### config.mk
export PLATFORM = sky130hd
export DESIGN_NAME = usbhp_pipe_ctrl
export DESIGN_NICKNAME = d
export VERILOG_FILES = /design/src/usbhp_pkg.sv /design/src/usbhp_bank_ram.sv /design/src/usbhp_pipe_ctrl.sv
export VERILOG_INCLUDE_DIRS = /design/src
export SDC_FILE = /design/constraint.sdc
export NUM_CORES = 1
export LEC_CHECK = 0
export BUFFER_PORTS_ARGS = -buffer_cell sky130_fd_sc_hd__buf_2
export CORE_MARGIN = 4
export CORE_UTILIZATION = 30
export CTS_BUF_LIST = sky130_fd_sc_hd__clkbuf_2
export DETAILED_ROUTE_END_ITERATION = 7
export GPL_ROUTABILITY_DRIVEN = 0
export GPL_TIMING_DRIVEN = 0
export PLACE_DENSITY_LB_ADDON = 0.1
export SLEW_MARGIN = 10
export SYNTH_ARGS = -nofsm -noshare
export SYNTH_HDL_FRONTEND = slang
export SYNTH_SLANG_ARGS = --single-unit
### constraint.sdc
create_clock -name pclk -period 11.1 [get_ports pclk]
set_input_delay 0.555 -clock pclk [delete_from_list [all_inputs] [get_ports pclk]]
set_output_delay 0.555 -clock pclk [all_outputs]
set_load 0.05 [all_outputs]
### src/usbhp_defs.svh
/*
  Register offsets, field positions, reset values and timing for the host pipe block.
  Assumes inclusion by bare name.
*/
`ifndef USBHP_DEFS_SVH
`define USBHP_DEFS_SVH
// ------
// Register byte offsets
// ------
`define USBHP_OFF_CTRL  8'h00
`define USBHP_OFF_HINT  8'h04
`define USBHP_OFF_PSEL  8'h08
`define USBHP_OFF_PCFG  8'h0C
`define USBHP_OFF_PSTAT 8'h10
`define USBHP_OFF_PIEN  8'h14
`define USBHP_OFF_PINRQ 8'h18
`define USBHP_OFF_PRST  8'h1C
`define USBHP_OFF_PDATA 8'h20
// ------
// Field positions
// ------
`define USBHP_CTRL_FRAME_MARKER_GEN_ENABLE   0
`define USBHP_CTRL_RSM    1
`define USBHP_HINT_WUP    0
`define USBHP_HINT_URSM   1
`define USBHP_HINT_RSENT  2
`define USBHP_CFG_EN      0
`define USBHP_CFG_TYP     1
`define USBHP_CFG_TOK     3
`define USBHP_CFG_DBL     5
`define USBHP_CFG_AUTO    6
`define USBHP_CFG_IMODE   7
`define USBHP_ST_TXO      0
`define USBHP_ST_RXI      1
`define USBHP_ST_CRC      2
`define USBHP_ST_FCON     3
`define USBHP_ST_FRZ      4
// ------
// Reset values and timing
// ------
`define USBHP_RST_CTRL    8'h00
`define USBHP_RST_INRQ    8'h00
`define USBHP_RESUME_MS   20
`define USBHP_CLK_KHZ     25000
`endif

### src/usbhp_pkg.sv
/*
  Types shared by the host pipe block.
  Assumes nothing of its surroundings.
*/
package usbhp_pkg;
  typedef enum logic [1:0] {HS_READY, HS_SUSPEND, HS_RESUME} usbhp_hstate_t;
  typedef enum logic [1:0] {TK_SETUP, TK_IN, TK_OUT} usbhp_token_t;
  typedef enum logic [1:0] {PT_CTRL, PT_ISO, PT_BULK, PT_INTR} usbhp_ptype_t;
endpackage : usbhp_pkg

### src/usbhp_bank_ram.sv
/*
  Pipe bank storage: NP pipes, two banks each, DEPTH bytes per bank.
  Assumes one write per port per cycle; reads are combinational.
*/
`timescale 1ns/100ps
`default_nettype none
module usbhp_bank_ram #(
  parameter int NP    = 2,
  parameter int DEPTH = 8,
  parameter int RW    = $clog2(NP) + 1 + $clog2(DEPTH)
) (
  // Clock
  input  wire logic          pclk,
  // CPU port
  input  wire logic          cpu_we,
  input  wire logic [RW-1:0] cpu_addr,
  input  wire logic [7:0]    cpu_wdata,
  output var  logic [7:0]    cpu_rdata,
  // Link port
  input  wire logic          lk_we,
  input  wire logic [RW-1:0] lk_addr,
  input  wire logic [7:0]    lk_wdata,
  output var  logic [7:0]    lk_rdata
);
  logic [7:0] mem [0:(1<<RW)-1];

  // The two ports can address one bank; if both write one address in a cycle, the link port write wins
  always_ff @(posedge pclk) begin
    if (cpu_we) begin
      mem[cpu_addr] <= cpu_wdata;
    end
    if (lk_we) begin
      mem[lk_addr] <= lk_wdata;
    end
  end

  always_comb begin
    cpu_rdata = mem[cpu_addr];
    lk_rdata  = mem[lk_addr];
  end
endmodule : usbhp_bank_ram
`default_nettype wire

### src/usbhp_pipe_ctrl.sv
/*
  Host pipe controller: suspend and resume handling, pipe bank management,
  IN request counting and APB register access.
  Assumes an APB master and a USB engine that reports events as pulses.
*/
// Chosen here: the register offsets and the APB slave port.
`timescale 1ns/100ps
`default_nettype none
`include "usbhp_defs.svh"
// Functional notes
// Bus activity during suspend sets wakeup flag
// K state also sets upstream resume flag
// Firmware requests resume within 1ms, 20ms
// Hardware sets frame marker enable after resume
// Clearing frame marker enable enters suspend
// Resume request self-clears; writing zero ignored
// Suspend exits on enable or wakeup flag
// Pipe reset clears banks, status; keeps config
// Full pipe reset needs disable then enable
// CPU reaches FIFO via select and data port
// Firmware reprograms token per control phase
// Control pipe toggle initialised per token
// Ready OUT bank forces exit from suspend
// OUT manual: free bank sets flag, control
// CPU release moves bank, refreshes flags
// OUT auto: full bank auto released
// Count plus one IN requests, then freeze
// Request mode one: unlimited IN requests
// IN requests start when freeze cleared
// IN manual: full bank sets flag, control
// CPU release frees IN bank, switches bank
// IN auto: empty bank auto released
// Iso bad packet flags CRC, keeps receive
module usbhp_pipe_ctrl #(
  parameter int NP         = 2,
  parameter int DEPTH      = 8,
  parameter int RESUME_CYC = `USBHP_RESUME_MS * `USBHP_CLK_KHZ
) (
  // Clock and reset
  input  wire logic                  pclk,
  input  wire logic                  presetn,
  // APB slave
  input  wire logic                  psel,
  input  wire logic                  penable,
  input  wire logic                  pwrite,
  input  wire logic [7:0]            paddr,
  input  wire logic [31:0]           pwdata,
  output var  logic [31:0]           prdata,
  output var  logic                  pready,
  output var  logic                  pslverr,
  // Bus state
  input  wire logic                  bus_nonidle,
  input  wire logic                  bus_kstate,
  output var  logic                  resume_drive,
  output var  logic                  frame_marker_active,
  // USB engine
  input  wire logic [$clog2(NP)-1:0] lk_pipe,
  input  wire logic                  lk_wr,
  input  wire logic [7:0]            lk_wdata,
  input  wire logic                  lk_in_end,
  input  wire logic                  lk_crc_err,
  input  wire logic                  lk_in_req,
  input  wire logic                  lk_rd,
  input  wire logic                  lk_out_end,
  output var  logic [7:0]            lk_rdata,
  output var  logic [NP-1:0]         in_req_en,
  output var  logic [NP-1:0]         out_ready,
  output var  logic [NP-1:0]         data_toggle,
  output var  logic                  pipe_irq
);
  localparam int PW = $clog2(NP);
  localparam int AW = $clog2(DEPTH);
  localparam int CW = $clog2(RESUME_CYC + 1);

  if (NP < 2 || NP > 8 || DEPTH < 2 || (1 << AW) != DEPTH || RESUME_CYC < 2) begin : g_chk
    $error("usbhp_pipe_ctrl: unsupported parameters");
  end

  typedef struct packed {
    usbhp_pkg::usbhp_hstate_t     st;
    logic                         frame_marker_gen_enable, rsm, wup, ursm, rsent;
    logic [CW-1:0]                rcnt;
    logic [PW-1:0]                sel;
    logic [NP-1:0]                en, dbl, auto, imode, frz, tog, txo, rxi, crc, fcon, cur, lkb, txe, rxe, cre;
    logic [NP-1:0][1:0]           typ, tok, full;
    logic [NP-1:0][7:0]           rql, rqc;
    logic [NP-1:0][AW-1:0]        cptr, lptr;
    logic [NP-1:0][1:0][AW:0]     cnt;
    logic                         rdy, err, irq, drv, sofo;
    logic [31:0]                  rdata;
    logic [7:0]                   lkd;
    logic [NP-1:0]                inrq, ordy;
  } usbhp_state_t;

  usbhp_state_t s_q, s_d;
  logic [7:0]   cpu_rd, lk_rd_b;
  logic         cpu_we, acc, done;

  function automatic logic is_out(input usbhp_state_t s, input int p);
    return s.tok[p] != 2'(usbhp_pkg::TK_IN);
  endfunction : is_out

  // Bank state and status back to initial values; configuration and toggle kept
  function automatic usbhp_state_t pinit(input usbhp_state_t s, input int p);
    s.full[p] = 2'h0;
    s.cur[p]  = 1'b0;
    s.lkb[p]  = 1'b0;
    s.cptr[p] = '0;
    s.lptr[p] = '0;
    s.rxi[p]  = 1'b0;
    s.crc[p]  = 1'b0;
    s.txo[p]  = is_out(s, p);
    s.fcon[p] = is_out(s, p);
    return s;
  endfunction : pinit

  // CPU hands the current bank back, then flags follow the next bank
  function automatic usbhp_state_t release_bank(input usbhp_state_t s, input int p);
    logic b;
    b = s.cur[p];
    s.full[p][b] = is_out(s, p);
    s.cnt[p][b]  = (AW+1)'(s.cptr[p]) + (AW+1)'(1);
    s.cptr[p]    = '0;
    b            = b ^ s.dbl[p];
    s.cur[p]     = b;
    if (is_out(s, p)) begin
      s.fcon[p] = ~s.full[p][b];
      s.txo[p]  = s.txo[p] | ~s.full[p][b];
    end else begin
      s.fcon[p] = s.full[p][b];
      s.rxi[p]  = s.rxi[p] | s.full[p][b];
    end
    return s;
  endfunction : release_bank

  assign acc  = psel & penable;
  assign done = acc & s_q.rdy;
  assign cpu_we = done & pwrite & (paddr == `USBHP_OFF_PDATA) & s_q.fcon[s_q.sel] & is_out(s_q, int'(s_q.sel));

  usbhp_bank_ram #(.NP(NP), .DEPTH(DEPTH)) u_ram (
    .pclk      (pclk),
    .cpu_we    (cpu_we),
    .cpu_addr  ({s_q.sel, s_q.cur[s_q.sel], s_q.cptr[s_q.sel]}),
    .cpu_wdata (pwdata[7:0]),
    .cpu_rdata (cpu_rd),
    .lk_we     (lk_wr),
    .lk_addr   ({lk_pipe, s_q.lkb[lk_pipe], s_q.lptr[lk_pipe]}),
    .lk_wdata  (lk_wdata),
    .lk_rdata  (lk_rd_b)
  );

  always_comb begin
    int  p;
    logic b;
    p   = int'(s_q.sel);
    b   = 1'b0;
    s_d = s_q;
    s_d.rdy = 1'b0;
    s_d.err = 1'b0;
    // ------
    // APB access phase
    // ------
    // One wait state: read data and error settle before pready
    if (acc && !s_q.rdy) begin
      s_d.rdy   = 1'b1;
      s_d.rdata = 32'h0;
      case (paddr)
        `USBHP_OFF_CTRL:  s_d.rdata = {28'h0, 2'(s_q.st), s_q.rsm, s_q.frame_marker_gen_enable};
        `USBHP_OFF_HINT:  s_d.rdata = {29'h0, s_q.rsent, s_q.ursm, s_q.wup};
        `USBHP_OFF_PSEL:  s_d.rdata = 32'(s_q.sel);
        `USBHP_OFF_PCFG:  s_d.rdata = {24'h0, s_q.imode[p], s_q.auto[p], s_q.dbl[p], s_q.tok[p], s_q.typ[p],
                                        s_q.en[p]};
        `USBHP_OFF_PSTAT: s_d.rdata = {25'h0, s_q.cur[p], s_q.tog[p], s_q.frz[p], s_q.fcon[p], s_q.crc[p],
                                        s_q.rxi[p], s_q.txo[p]};
        `USBHP_OFF_PIEN:  s_d.rdata = {29'h0, s_q.cre[p], s_q.rxe[p], s_q.txe[p]};
        `USBHP_OFF_PINRQ: s_d.rdata = {24'h0, s_q.rqc[p]};
        `USBHP_OFF_PRST:  s_d.rdata = 32'h0;
        `USBHP_OFF_PDATA: s_d.rdata = {24'h0, cpu_rd};
        default:          s_d.err   = 1'b1;
      endcase
    end
    if (done && pwrite) begin
      case (paddr)
        `USBHP_OFF_CTRL: begin
          s_d.frame_marker_gen_enable = pwdata[`USBHP_CTRL_FRAME_MARKER_GEN_ENABLE];
          s_d.rsm  = s_q.rsm | pwdata[`USBHP_CTRL_RSM];
        end
        `USBHP_OFF_HINT: begin
          s_d.wup   = s_q.wup & ~pwdata[`USBHP_HINT_WUP];
          s_d.ursm  = s_q.ursm & ~pwdata[`USBHP_HINT_URSM];
          s_d.rsent = s_q.rsent & ~pwdata[`USBHP_HINT_RSENT];
        end
        `USBHP_OFF_PSEL: s_d.sel = pwdata[PW-1:0];
        `USBHP_OFF_PCFG: begin
          s_d.en[p]    = pwdata[`USBHP_CFG_EN];
          s_d.typ[p]   = pwdata[`USBHP_CFG_TYP+:2];
          s_d.tok[p]   = pwdata[`USBHP_CFG_TOK+:2];
          s_d.dbl[p]   = pwdata[`USBHP_CFG_DBL] & (pwdata[`USBHP_CFG_TYP+:2] != 2'(usbhp_pkg::PT_CTRL));
          s_d.auto[p]  = pwdata[`USBHP_CFG_AUTO];
          s_d.imode[p] = pwdata[`USBHP_CFG_IMODE];
          if (!s_q.en[p]) begin
            s_d.frz[p] = 1'b1;
            s_d.tog[p] = 1'b0;
          end
          if (pwdata[`USBHP_CFG_TYP+:2] == 2'(usbhp_pkg::PT_CTRL)) begin
            s_d.tog[p] = pwdata[`USBHP_CFG_TOK+:2] != 2'(usbhp_pkg::TK_SETUP);
          end
          s_d = pinit(s_d, p);
          if (!pwdata[`USBHP_CFG_EN]) begin
            s_d.txo[p]  = 1'b0;
            s_d.fcon[p] = 1'b0;
          end
        end
        `USBHP_OFF_PSTAT: begin
          s_d.txo[p] = s_q.txo[p] & ~pwdata[`USBHP_ST_TXO];
          s_d.rxi[p] = s_q.rxi[p] & ~pwdata[`USBHP_ST_RXI];
          s_d.crc[p] = s_q.crc[p] & ~pwdata[`USBHP_ST_CRC];
          s_d.frz[p] = pwdata[`USBHP_ST_FRZ];
          if (s_q.frz[p] && !pwdata[`USBHP_ST_FRZ]) begin
            s_d.rql[p] = s_q.rqc[p];
          end
          if (s_q.fcon[p] && !pwdata[`USBHP_ST_FCON]) begin
            s_d = release_bank(s_d, p);
          end
        end
        `USBHP_OFF_PIEN: begin
          s_d.txe[p] = pwdata[0];
          s_d.rxe[p] = pwdata[1];
          s_d.cre[p] = pwdata[2];
        end
        `USBHP_OFF_PINRQ: s_d.rqc[p] = pwdata[7:0];
        `USBHP_OFF_PRST: begin
          for (int i = 0; i < NP; i++) begin
            if (pwdata[i] && s_q.en[i]) begin
              s_d = pinit(s_d, i);
            end
          end
        end
        `USBHP_OFF_PDATA: begin
          if (cpu_we) begin
            s_d.cptr[p] = s_q.cptr[p] + AW'(1);
            if (s_q.auto[p] && s_q.cptr[p] == AW'(DEPTH - 1)) begin
              s_d = release_bank(s_d, p);
            end
          end
        end
        default: ;
      endcase
    end
    // Data port read advances the pointer of an IN bank owned by the CPU
    if (done && !pwrite && paddr == `USBHP_OFF_PDATA && s_q.fcon[p] && !is_out(s_q, p)) begin
      s_d.cptr[p] = s_q.cptr[p] + AW'(1);
      if (s_q.auto[p] && (AW+1)'(s_q.cptr[p]) + (AW+1)'(1) >= s_q.cnt[p][s_q.cur[p]]) begin
        s_d = release_bank(s_d, p);
      end
    end
    // ------
    // USB engine events, applied after CPU clears so sets win
    // ------
    p = int'(lk_pipe);
    b = s_q.lkb[p];
    if (lk_wr || lk_rd) begin
      s_d.lptr[p] = s_q.lptr[p] + AW'(1);
    end
    if (lk_rd) begin
      s_d.lkd = lk_rd_b;
    end
    if (lk_in_req && !s_q.imode[p]) begin
      if (s_q.rql[p] == 8'h00) begin
        s_d.frz[p] = 1'b1;
      end else begin
        s_d.rql[p] = s_q.rql[p] - 8'h01;
      end
    end
    if (lk_in_end) begin
      s_d.cnt[p][b]  = (AW+1)'(s_q.lptr[p]) + (AW+1)'(lk_wr);
      s_d.lptr[p]    = '0;
      s_d.full[p][b] = 1'b1;
      s_d.lkb[p]     = b ^ s_q.dbl[p];
      if (lk_crc_err && s_q.typ[p] == 2'(usbhp_pkg::PT_ISO)) begin
        s_d.crc[p] = 1'b1;
      end else begin
        s_d.tog[p] = ~s_q.tog[p];
      end
      if (b == s_d.cur[p] && !s_d.fcon[p]) begin
        s_d.fcon[p] = 1'b1;
        s_d.rxi[p]  = 1'b1;
      end
    end
    if (lk_out_end) begin
      s_d.full[p][b] = 1'b0;
      s_d.lptr[p]    = '0;
      s_d.tog[p]     = ~s_q.tog[p];
      s_d.lkb[p]     = b ^ s_q.dbl[p];
      if (b == s_d.cur[p] && !s_d.fcon[p]) begin
        s_d.fcon[p] = 1'b1;
        s_d.txo[p]  = 1'b1;
      end
    end
    // ------
    // Suspend and resume sequencing
    // ------
    case (s_q.st)
      usbhp_pkg::HS_READY: begin
        if (s_q.rsm) begin
          s_d.st   = usbhp_pkg::HS_RESUME;
          s_d.rcnt = '0;
        end else if (!s_q.frame_marker_gen_enable && !s_q.wup && !(|s_q.ordy)) begin
          s_d.st = usbhp_pkg::HS_SUSPEND;
        end
      end
      usbhp_pkg::HS_SUSPEND: begin
        if (bus_nonidle) begin
          s_d.wup = 1'b1;
        end
        if (bus_nonidle && bus_kstate) begin
          s_d.ursm = 1'b1;
        end
        if (s_q.rsm) begin
          s_d.st   = usbhp_pkg::HS_RESUME;
          s_d.rcnt = '0;
        end else if (s_q.frame_marker_gen_enable || s_q.wup || (|s_q.ordy)) begin
          s_d.st = usbhp_pkg::HS_READY;
        end
      end
      usbhp_pkg::HS_RESUME: begin
        s_d.rcnt = s_q.rcnt + CW'(1);
        // Resume length is fixed here, so firmware only has to set the request in time
        if (s_q.rcnt == CW'(RESUME_CYC - 1)) begin
          s_d.st    = usbhp_pkg::HS_READY;
          s_d.rsm   = 1'b0;
          s_d.frame_marker_gen_enable  = 1'b1;
          s_d.rsent = 1'b1;
        end
      end
      default: s_d.st = usbhp_pkg::HS_READY;
    endcase
    // ------
    // Registered outputs from next state
    // ------
    for (int i = 0; i < NP; i++) begin
      s_d.inrq[i] = s_d.en[i] && !is_out(s_d, i) && !s_d.frz[i] && !s_d.full[i][s_d.lkb[i]] &&
                    s_d.st == usbhp_pkg::HS_READY;
      s_d.ordy[i] = s_d.en[i] && is_out(s_d, i) && s_d.full[i][s_d.lkb[i]];
    end
    s_d.irq  = |((s_d.txo & s_d.txe) | (s_d.rxi & s_d.rxe) | (s_d.crc & s_d.cre));
    s_d.drv  = s_d.st == usbhp_pkg::HS_RESUME;
    s_d.sofo = s_d.st == usbhp_pkg::HS_READY && s_d.frame_marker_gen_enable;
  end

  always_ff @(posedge pclk or negedge presetn) begin
    if (!presetn) begin
      s_q      <= '0;
      s_q.st   <= usbhp_pkg::HS_READY;
      s_q.frame_marker_gen_enable <= 1'(`USBHP_RST_CTRL >> `USBHP_CTRL_FRAME_MARKER_GEN_ENABLE);
      s_q.frz  <= '1;
      s_q.rqc  <= {NP{`USBHP_RST_INRQ}};
    end else begin
      s_q <= s_d;
    end
  end

  assign prdata              = s_q.rdata;
  assign pready              = s_q.rdy;
  assign pslverr             = s_q.err;
  assign resume_drive        = s_q.drv;
  assign frame_marker_active = s_q.sofo;
  assign lk_rdata            = s_q.lkd;
  assign in_req_en           = s_q.inrq;
  assign out_ready           = s_q.ordy;
  assign data_toggle         = s_q.tog;
  assign pipe_irq            = s_q.irq;
endmodule : usbhp_pipe_ctrl
`default_nettype wire

---- Word level (Yosys, flattened, before mapping) ----
Memory sizes are Yosys's and may differ from the RTL's.
Cells that the tools add are included.
W data, S select, Z words.
operators by class
  add/sub/neg operators ................... 8
  $lt $le $gt $ge ......................... 17
  eq/ne operators ......................... 22
  mux-type cells .......................... 258
  bitwise operators ....................... 62
  reduce and logical (&&, ||, !) cells .... 68
operators with widths
  cell                  number
  $mux W139             6
  $mux W178             3
  $pmux W77 S4          1
  $mux W138             1
  $bwmux W16            7
  $pmux W28 S4          1
  $mux W2               48
  $mux W8               12
  $pmux W24 S4          1
  $mux W1               79
  $pmux W16 S4          1
  $pmux W8 S8           1
  $bwmux W2             30
  $pmux W19 S3          1
  $mux W16              3
  $mux W4               12
  $demux W8 S1          5
  $pmux W19 S2          1
  $logic_and A1 B1 Y1   37
  $and A6 B6 Y6         6
  $mux W3               12
  $eq A8 B5 Y1 const B  4
  $mux W32              1
  $pmux W6 S4           1
  48 further kinds      161
storage, ports and cells
  bits in registers ....................... 178
  memory bits (writable) .................. 256
  input bits .............................. 62
  output and inout port bits .............. 51
  logic and storage cells ................. 486
  memories ................................ 1
memories
  name       depth  width  rd ports  clocked after Yosys merged registers in  wr ports  line                  RTL
  u_ram.mem  32     8      2         0                                        2         usbhp_bank_ram.sv:25  logic [7:0] mem [0:(1<<RW)-1];

---- Logic depth before layout (Yosys ltp) ----
Gate-level depths: netlist of the first run.
  depth in word-level cells ............... 56
  depth in mapped cells ................... 21
  mapped depth without buffers ............ 16

---- Hierarchy ----
From an unflattened synthesis of the first run, not the netlist that was laid out.
second synthesis, totals
  cell total of the unflattened synthesis .. 2357
  area total of the unflattened synthesis .. 25903.6 um2
modules (own cells, without submodules)
  module           times used  cells each  area each (um2)  sequential area each (um2)
  usbhp_bank_ram   1           1192        15661.3          7687.4
  usbhp_pipe_ctrl  1           1165        10242.3          3856.2

---- Worst setup path after synthesis of the first run ----
Ideal clock, no wire load.
  kind .................................... reg-to-reg
  from .................................... register s_q[151] (netlist bit)
  to ...................................... register s_q (netlist bit in_req_en[1])
  setup time .............................. 0.120 ns
  arrival ................................. 4.304 ns
  data required time ...................... 10.980 ns
  path slack .............................. 6.677 ns
  stages on the path, launching flop included .. 22
  path buffers ............................ 8
  clock period less this slack ............ 4.423 ns
  cells stage by stage .................... dfrtp_1 > buf_4 > buf_2 > buf_2 > buf_2 > buf_1 > buf_2 > buf_2 > mux4_2 > inv_1 > ha_1 > or2_2 > a21oi_1 > a21oi_1 > nand2_1 > a21oi_1 > and3_1 > buf_2 > o21a_1 > a31oi_1 > mux2i_1 > and3b_1
RTL lines
  what         line                   RTL
  from (decl)  usbhp_pipe_ctrl.sv:95  usbhp_state_t s_q, s_d;

==> results.yml, run 1 <==
synthesis:
  synth_area_per_cell_um2: 9.070
  yosysSeqAreaShare_pct: 43.60
  synth-edff-count: 256
  async_reset_ff_share_pct: 37.56
  synth.distinct_cells: 93
  syn_area_um2: 26470
  postSynthCellCount: 2919
  synth_flop_cell: "edfxtp_1"
  yosys_warnings: 0
  ys_ff_latch: 410
placed_design:
  pre_cts_slack_ns: 4.243
  portBuffers: 58
  dpl.hpwl_um: 94370
  post_dp_cell_area_um2: 28370
  place_inst: 4157
drt:
  vias_per_cell: 5.848
  wl_per_cell_um: 29.20
  drt-total-wl_um: 129000
  drt-pass1-iter-count: 7
  vias: 25840
  postRouteAntennaNets: 0
  drc_errors: 0
  dr.first_iter.drc_count: 3691
worst_setup_path:
  cp-end-kind: "register"
  reg2reg_depth: 18
  crit_required_ns: 12.13
  path_max_fanout: 12
  worst_ep_arrival_time_ns: 8.19
  ff2ff_setup_slack_ns: 3.95
  crit_type: "register to register"
  timing.rr.end: "in_req_en[0]"
  r2r-start: "s_q[151]"
  crit_path_start_kind: "register"
sta:
  min_period_over_period_pct: 64.44
  tightestPinTransition_ns: 1.341
  drv_slew: 0
  setup_tns_ns: 0
  fmax_ghz: 0.1398
  whs_ns: 0.1765
  setup_viol: 0
  period_minus_slack_ns: 7.153
  slew_headroom_pct: 10.62
  rsz0062_at_grt: "no"
  skew_ns: 0.1175
  hold_viol_final: 0
  fin_ws_ns: 3.947
run:
  maxCapViolations: 0
clock_network:
  post-cts-setup-buffers: 0
  clkTransAtPathRegs_ns: 0.11
  clock_sinks: 410
  tritoncts: "yes"
  cts-htree-levels: 3
  cts_root_buffer: "clkbuf_2"
  cts.path.max_buffers: 3
  cts_buffers: 116
  clkLatencyLatePin_ns: 1.29
global_route:
  grt-ovfl-total: 0
  grt_max_degree: 84
  grt.met1_usage_pct: 34.88
  grt_use_met3_pct: 6.500
  busiest_layer: "met2"
  gr-usage-met2_pct: 40.46
  grt_pass1_wl_um: 181500
  grt.total_usage_pct: 26.60
  grt_pass1_vias: 24780
  antenna_found_initial: 10
final_layout:
  instances_no_fill: 4418
  n_fill_cell: 9135
  area_growth_pct: 13.08
  fin_util_pct: 34.35
  fin_nets: 3248
  drive_above_1_share_pct: 19.35
  postLayoutCellArea_um2: 29940
floorplan:
  core-area_um2: 87160
  initial_utilization_pct: 30.37
  die_y_um: 305.1
  io_pins: 113
  die_w_um: 305.1
  fp.dieArea_um2: 93060
  rows: 108
min_path:
  min_delay_path_depth: 6
  hold_class: "input port to register"
  min-delay-start: "pwdata[1]"
  hold_end: "s_q[136]"
power_and_ir_drop:
  power.leakage_nw: 11.31
  powerDensity_nw_per_um2: 122.9
  ir_worst_vdd_uv: 63.97
  power_mw: 3.680
run_status:
  status: "finished, final reports clean"
==> what timing repair did <==
action	CTS	global route
setup endpoints to repair	0	0
endpoints found under the hold margin	243	0
hold buffers	46	0
resized for setup	0	0
==> kinds of logic after synthesis <==
kind of cell,share of synthesized area (%)
simple gates,21.93
compound gates,13.95
flops,43.60
mux,13.51
buf+inv,5.218
xor+xnor,0.8318
fa+ha+maj,0.9452
other cells,0.01416
==> area by class of cell <==
class / count / area [um2] / share of cell area, %
diodes: 2 / 5.005 / 0.01672
multi-input cells: 2223 / 13680 / 45.68
well taps: 1155 / 1445 / 4.827
clock buffers: 186 / 930.9 / 3.109
inverters: 32 / 120.1 / 0.4012
flip-flops and latches: 410 / 11540 / 38.56
clock inverters: 27 / 142.6 / 0.4764
repair buffers: 106 / 813.3 / 2.717
plain buffers: 277 / 1261 / 4.213
==> synthesized netlist by cell type (13+ instances only) <==
library cell / n / share of area [%]
nand2_1: 732 / 10
mux2_2: 262 / 11
edfxtp_1: 256 / 29
nand3_1: 223 / 4.2
clkbuf_1: 183 / 2.6
dfrtp_1: 152 / 14
o21ai_0: 127 / 2.4
nor2_1: 125 / 1.8
a21oi_1: 100 / 1.9
a311oi_1: 82 / 2.7
and3_1: 69 / 1.6
buf_4: 49 / 1.4
mux2i_1: 47 / 1.8
a31oi_1: 45 / 1.1
inv_1: 31 / 0.44
buf_1: 30 / 0.43
nor3_1: 27 / 0.51
o21bai_1: 26 / 0.74
o22ai_1: 25 / 0.59
o211ai_1: 21 / 0.60
ha_1: 20 / 0.95
nand4_1: 15 / 0.35
xnor2_1: 15 / 0.50
nor2b_1: 14 / 0.33
or3_1: 13 / 0.31
==> critical path, cell delays in order (launching register included) <==
cell	delay [ns]
dfrtp_1	0.35
buf_4	0.22
buf_2	0.35
mux2i_2	0.93
inv_1	0.23
clkbuf_1	0.46
buf_1	0.55
ha_1	0.41
ha_1	0.39
ha_1	0.30
or2_2	0.09
a21oi_1	0.07
a21oi_1	0.63
nand3_1	0.28
nor2_1	0.52
o21a_1	0.23
a21oi_1	0.05
mux2_2	0.37
nor4_1	0.53
==> where the power goes <==
| part | internal (mW) | switching (mW) | total (mW) |
|---|---|---|---|
| combinational | 0.237 | 0.494 | 0.732 |
| sequential | 1.69 | 0.0527 | 1.74 |
| clock | 0.467 | 0.739 | 1.21 |
| total | 2.39 | 1.29 | 3.68 |
==> layout by cell type, fill, tap and decap left out, types with 12 or more instances in the layout <==
| cell type | netlist | final |
|---|---|---|
| a22oi_1 | 12 | 12 |
| clkbuf_1 | 183 | 183 |
| xnor2_1 | 15 | 15 |
| nand3_1 | 223 | 223 |
| buf_2 | 12 | 69 |
| o211ai_1 | 21 | 21 |
| o21bai_1 | 26 | 26 |
| nand2_1 | 732 | 732 |
| edfxtp_1 | 256 | 256 |
| buf_4 | 49 | 50 |
| dlygate4sd3_1 | 0 | 45 |
| nand4_1 | 15 | 15 |
| nand2b_1 | 12 | 12 |
| clkinv_1 | 1 | 22 |
| nor2b_1 | 14 | 14 |
| nor3_1 | 27 | 21 |
| or3_1 | 13 | 13 |
| o22ai_1 | 25 | 25 |
| mux2i_1 | 47 | 46 |
| a311oi_1 | 82 | 82 |
| buf_1 | 30 | 30 |
| nor2_1 | 125 | 125 |
| a21oi_1 | 100 | 100 |
| and3_1 | 69 | 69 |
| ha_1 | 20 | 20 |
| dfrtp_1 | 152 | 152 |
| o21ai_0 | 127 | 127 |
| clkbuf_2 | 0 | 186 |
| inv_1 | 31 | 31 |
| mux2_2 | 262 | 262 |
| conb_1 | 1 | 24 |
| a31oi_1 | 45 | 45 |
==> worst max path at each step <==
stage / startpoint / endpoint / slack (ns) / cells after the start
floorplan: s_q[151] / in_req_en[1] / 6.68 / 21
global placement: s_q[151] / in_req_en[0] / 3.83 / 18
detailed placement: s_q[151] / in_req_en[0] / 4.24 / 19
CTS: s_q[151] / in_req_en[0] / 4.27 / 18
global route: s_q[151] / in_req_en[0] / 3.85 / 18
finish: s_q[151] / in_req_en[0] / 3.95 / 18
==> state kept, by name, indices dropped and copies added, names as in the netlist, named ones only <==
name                 count
resume_drive             1
pslverr                  1
s_q                    111
pipe_irq                 1
prdata                   8
in_req_en                2
out_ready                2
u_ram.mem              256
lk_rdata                 8
data_toggle              2
pready                   1
frame_marker_active      1
==> metal layers <==
metal	share of wire, %	wire [um]
met5	0.021	27
met1	40	51740
met3	10	13490
met2	43	56060
met4	6.0	7699
(Power assumes the default switching activity.)
==> run 2: changes to the inputs <==
Settings changed: ABC_AREA from default to 1.
Clock period 11.1 ns to 6.3 ns, I/O delays scaled along.
==> results.yml, run 2 <==
run_status:
  status: "complete, but fails checks"
  violations: "design-rule violations"
final_layout:
  instances_no_fill: 5055
  largest_reg_flops: 256
  fin_util_pct: 35.05
  regMostFlops: "u_ram.mem"
  layout_commonest_cell: "nand2_1"
  drive_above_1_share_pct: 11.69
  n_fill_cell: 9444
  largest_registers: "u_ram.mem x256, s_q x111"
  layout_common_cells: "823 x nand2_1, 620 x o21ai_0, 287 x inv_1"
  area_growth_pct: 15.47
  fin_nets: 3872
drt:
  drt-total-wl_um: 145600
  drt-pass1-iter-count: 8
  drc_errors: 5
  vias: 29170
  vias_per_cell: 5.771
  postRouteAntennaNets: 0
  wl_per_cell_um: 28.80
  dr.first_iter.drc_count: 4316
floorplan:
  io_pins: 113
  rows: 108
  die_w_um: 304.7
  die_y_um: 304.7
  initial_utilization_pct: 30.35
  fp.dieArea_um2: 92860
  core-area_um2: 87020
clock_network:
  tritoncts: "yes"
  clock_sinks: 410
  cts.path.max_buffers: 3
  cts_root_buffer: "clkbuf_2"
  clkLatencyLatePin_ns: 1.36
  cts-htree-levels: 3
  clkTransAtPathRegs_ns: 0.11
  cts_buffers: 120
worst_setup_path:
  crit_type: "register to register"
  crit_chain: "buf_6 -> inv_6 -> buf_6 -> buf_2 -> clkbuf_1 -> clkbuf_2 -> buf_1 -> nand2_1 -> o21ai_0 -> o21ai_0 -> ha_1 -> o21ai_0 -> nand2_1 -> nand2_1 -> nor2_2 -> inv_2 -> nor2_1 -> inv_2 -> a21oi_1 -> a21oi_1 -> mux2i_1 -> nand4_1 -> nor2_1"
  crit_required_ns: 7.54
  path_max_fanout: 10
  worst_ep_arrival_time_ns: 7.30
  slowest_stage: "clkbuf_1"
  cp-end-kind: "register"
  crit_buf_inv: 9
  slowest_delay_ns: 0.63
  crit_path_start_kind: "register"
  critical-path-top-delay-family: "buffers and inverters"
sta:
  drv_slew: 0
  rsz0062_at_grt: "no"
  period_minus_slack_ns: 6.058
  min_period_over_period_pct: 96.16
  skew_ns: 0.08934
  tightestPinTransition_ns: 1.441
  slew_headroom_pct: 3.954
  setup_viol: 0
  fmax_ghz: 0.1651
  hold_viol_final: 0
power_and_ir_drop:
  power.leakage_nw: 12.76
  ir_worst_vdd_uv: 104.8
  power_mw: 6.830
  powerDensity_nw_per_um2: 223.9
global_route:
  antenna_found_initial: 9
  grt_pass1_vias: 27330
  grt-ovfl-total: 0
  grt_max_degree: 91
  grt.total_usage_pct: 30.24
  grt_pass1_wl_um: 203500
synthesis:
  ys_ff_latch: 410
  synth.distinct_cells: 70
  synth_area_per_cell_um2: 7.571
  synth_xor_area_share_pct: 0.3647
  synth-edff-count: 256
  synth_fa_ha_area_share_pct: 0.9474
  yosysTopAreaCell: "edfxtp_1"
  synth_compound_gate_area_share_pct: 23.04
  yosysTopAreaCellShare_pct: 29.10
  synth_simple_gate_area_share_pct: 21.90
  postSynthCellCount: 3489
  synth_common_cells: "823 x nand2_1, 628 x o21ai_0, 287 x inv_1"
  yosysSeqAreaShare_pct: 43.70
  synth_flop_cell: "edfxtp_1"
  synth_top_family_by_area: "compound AO/OA/AOI/OAI gates"
  syn_area_um2: 26410
  synthTopCellsByArea: "edfxtp_1 29%, dfrtp_1 14%, o21ai_0 12%"
  async_reset_ff_share_pct: 37.56
  yosys_warnings: 0
  synth.most_common_cell: "nand2_1"
  muxShareOfSynthArea_pct: 0.7721
min_path:
  hold_class: "input port to async pin"
run:
  maxCapViolations: 0
placed_design:
  portBuffers: 59
  place_inst: 4728
  dpl.hpwl_um: 105200
## run 2: cell count changes after synthesis, sizes merged, moves of 69 or more
cell,delta
a21oi,+107
and3,-69
nand2,+120
a311oi,-79
mux2,-252
nor2,+125
o21ai,+506
inv,+272
## run 2: kinds of logic (layout without fill, tap and decap cells)
group                    count (synthesis)  count (layout)
adder cells (fa/ha/maj)                 20              20
other                                    1              31
multiplexers                            19              19
AO/OA/AOI/OAI                         1085            1085
AND/OR/NAND/NOR                       1361            1361
XOR/XNOR                                11              11
flip-flops                             410             410
buffers and inverters                  582             963
## run 2: timing repair
action                     4_1_cts  5_1_grt
setup buffers                    0        1
hold buffers                    94        0
setup endpoints to repair        1        3
hold endpoints to repair       490        0
resized for setup                2        9
## run 2: worst paths after layout
check                      depth (start not counted)            to  slack [ns]  startpoint
max                                               23  in_req_en[0]        0.24    s_q[151]
min                                                4       s_q[67]        0.10     presetn
max reg2reg                                       23  in_req_en[0]        0.24    s_q[151]
min reg2reg                                        1      s_q[176]        0.44    s_q[174]
max in group asynchronous                          4      s_q[125]        5.65     presetn
min in group pclk                                  6       s_q[72]        0.15   pwdata[3]
## run 2: final cells by class
class / count / area (um2) / area share (%)
Antenna cell: 7 / 17.52 / 0.05743
Buffer: 276 / 1308 / 4.287
Clock buffer: 185 / 925.9 / 3.036
Clock inverter: 40 / 271.5 / 0.8902
Inverter: 306 / 1160 / 3.803
Multi-Input combinational cell: 2520 / 12520 / 41.03
Sequential cell: 410 / 11540 / 37.85
Tap cell: 1155 / 1445 / 4.738
Timing Repair Buffer: 156 / 1314 / 4.307
## run 2: per-stage QoR
stage	hold slack [ns]	cell area (um2)	setup WS, ns	TNS, ns
floorplan	0.01941	26500	2.405	0
global placement	0.4405	28240	-0.05842	-0.05842
detailed placement	0.3484	28300	-0.01681	-0.01681
CTS	0.007464	30460	0.05079	0
global route	0.1532	30490	0.005578	0
finish	0.1012	30500	0.2419	0
## run 2: metal layers
metal / share of wire, % / vias up / GRT usage (%)
met3: 12 / 543 / 9.374
met2: 41 / 1951 / 43.30
met5: 0.12 / - / 0.6718
met4: 5.7 / 10 / 15.27
li1: - / 12650 / -
met1: 41 / 14020 / 41.03
## run 2: worst register-to-register path, cell delays in order, from the launching register on
cell and delay, ns:
dfrtp_1 0.40, buf_6 0.16, inv_6 0.10, buf_6 0.18, buf_2 0.28, clkbuf_1 0.63
clkbuf_2 0.56, buf_1 0.63, nand2_1 0.10, o21ai_0 0.09, o21ai_0 0.10, ha_1 0.32
o21ai_0 0.07, nand2_1 0.25, nand2_1 0.13, nor2_2 0.25, inv_2 0.09, nor2_1 0.31
inv_2 0.15, a21oi_1 0.31, a21oi_1 0.10, mux2i_1 0.37, nand4_1 0.20, nor2_1 0.15
## run 2: report_power, final
part           internal (mW)  leakage, nW  switching, mW
clock                  0.954        0.894           1.33
combinational          0.398         7.60           1.06
sequential              2.98         4.27          0.101
total                   4.34         12.8           2.49
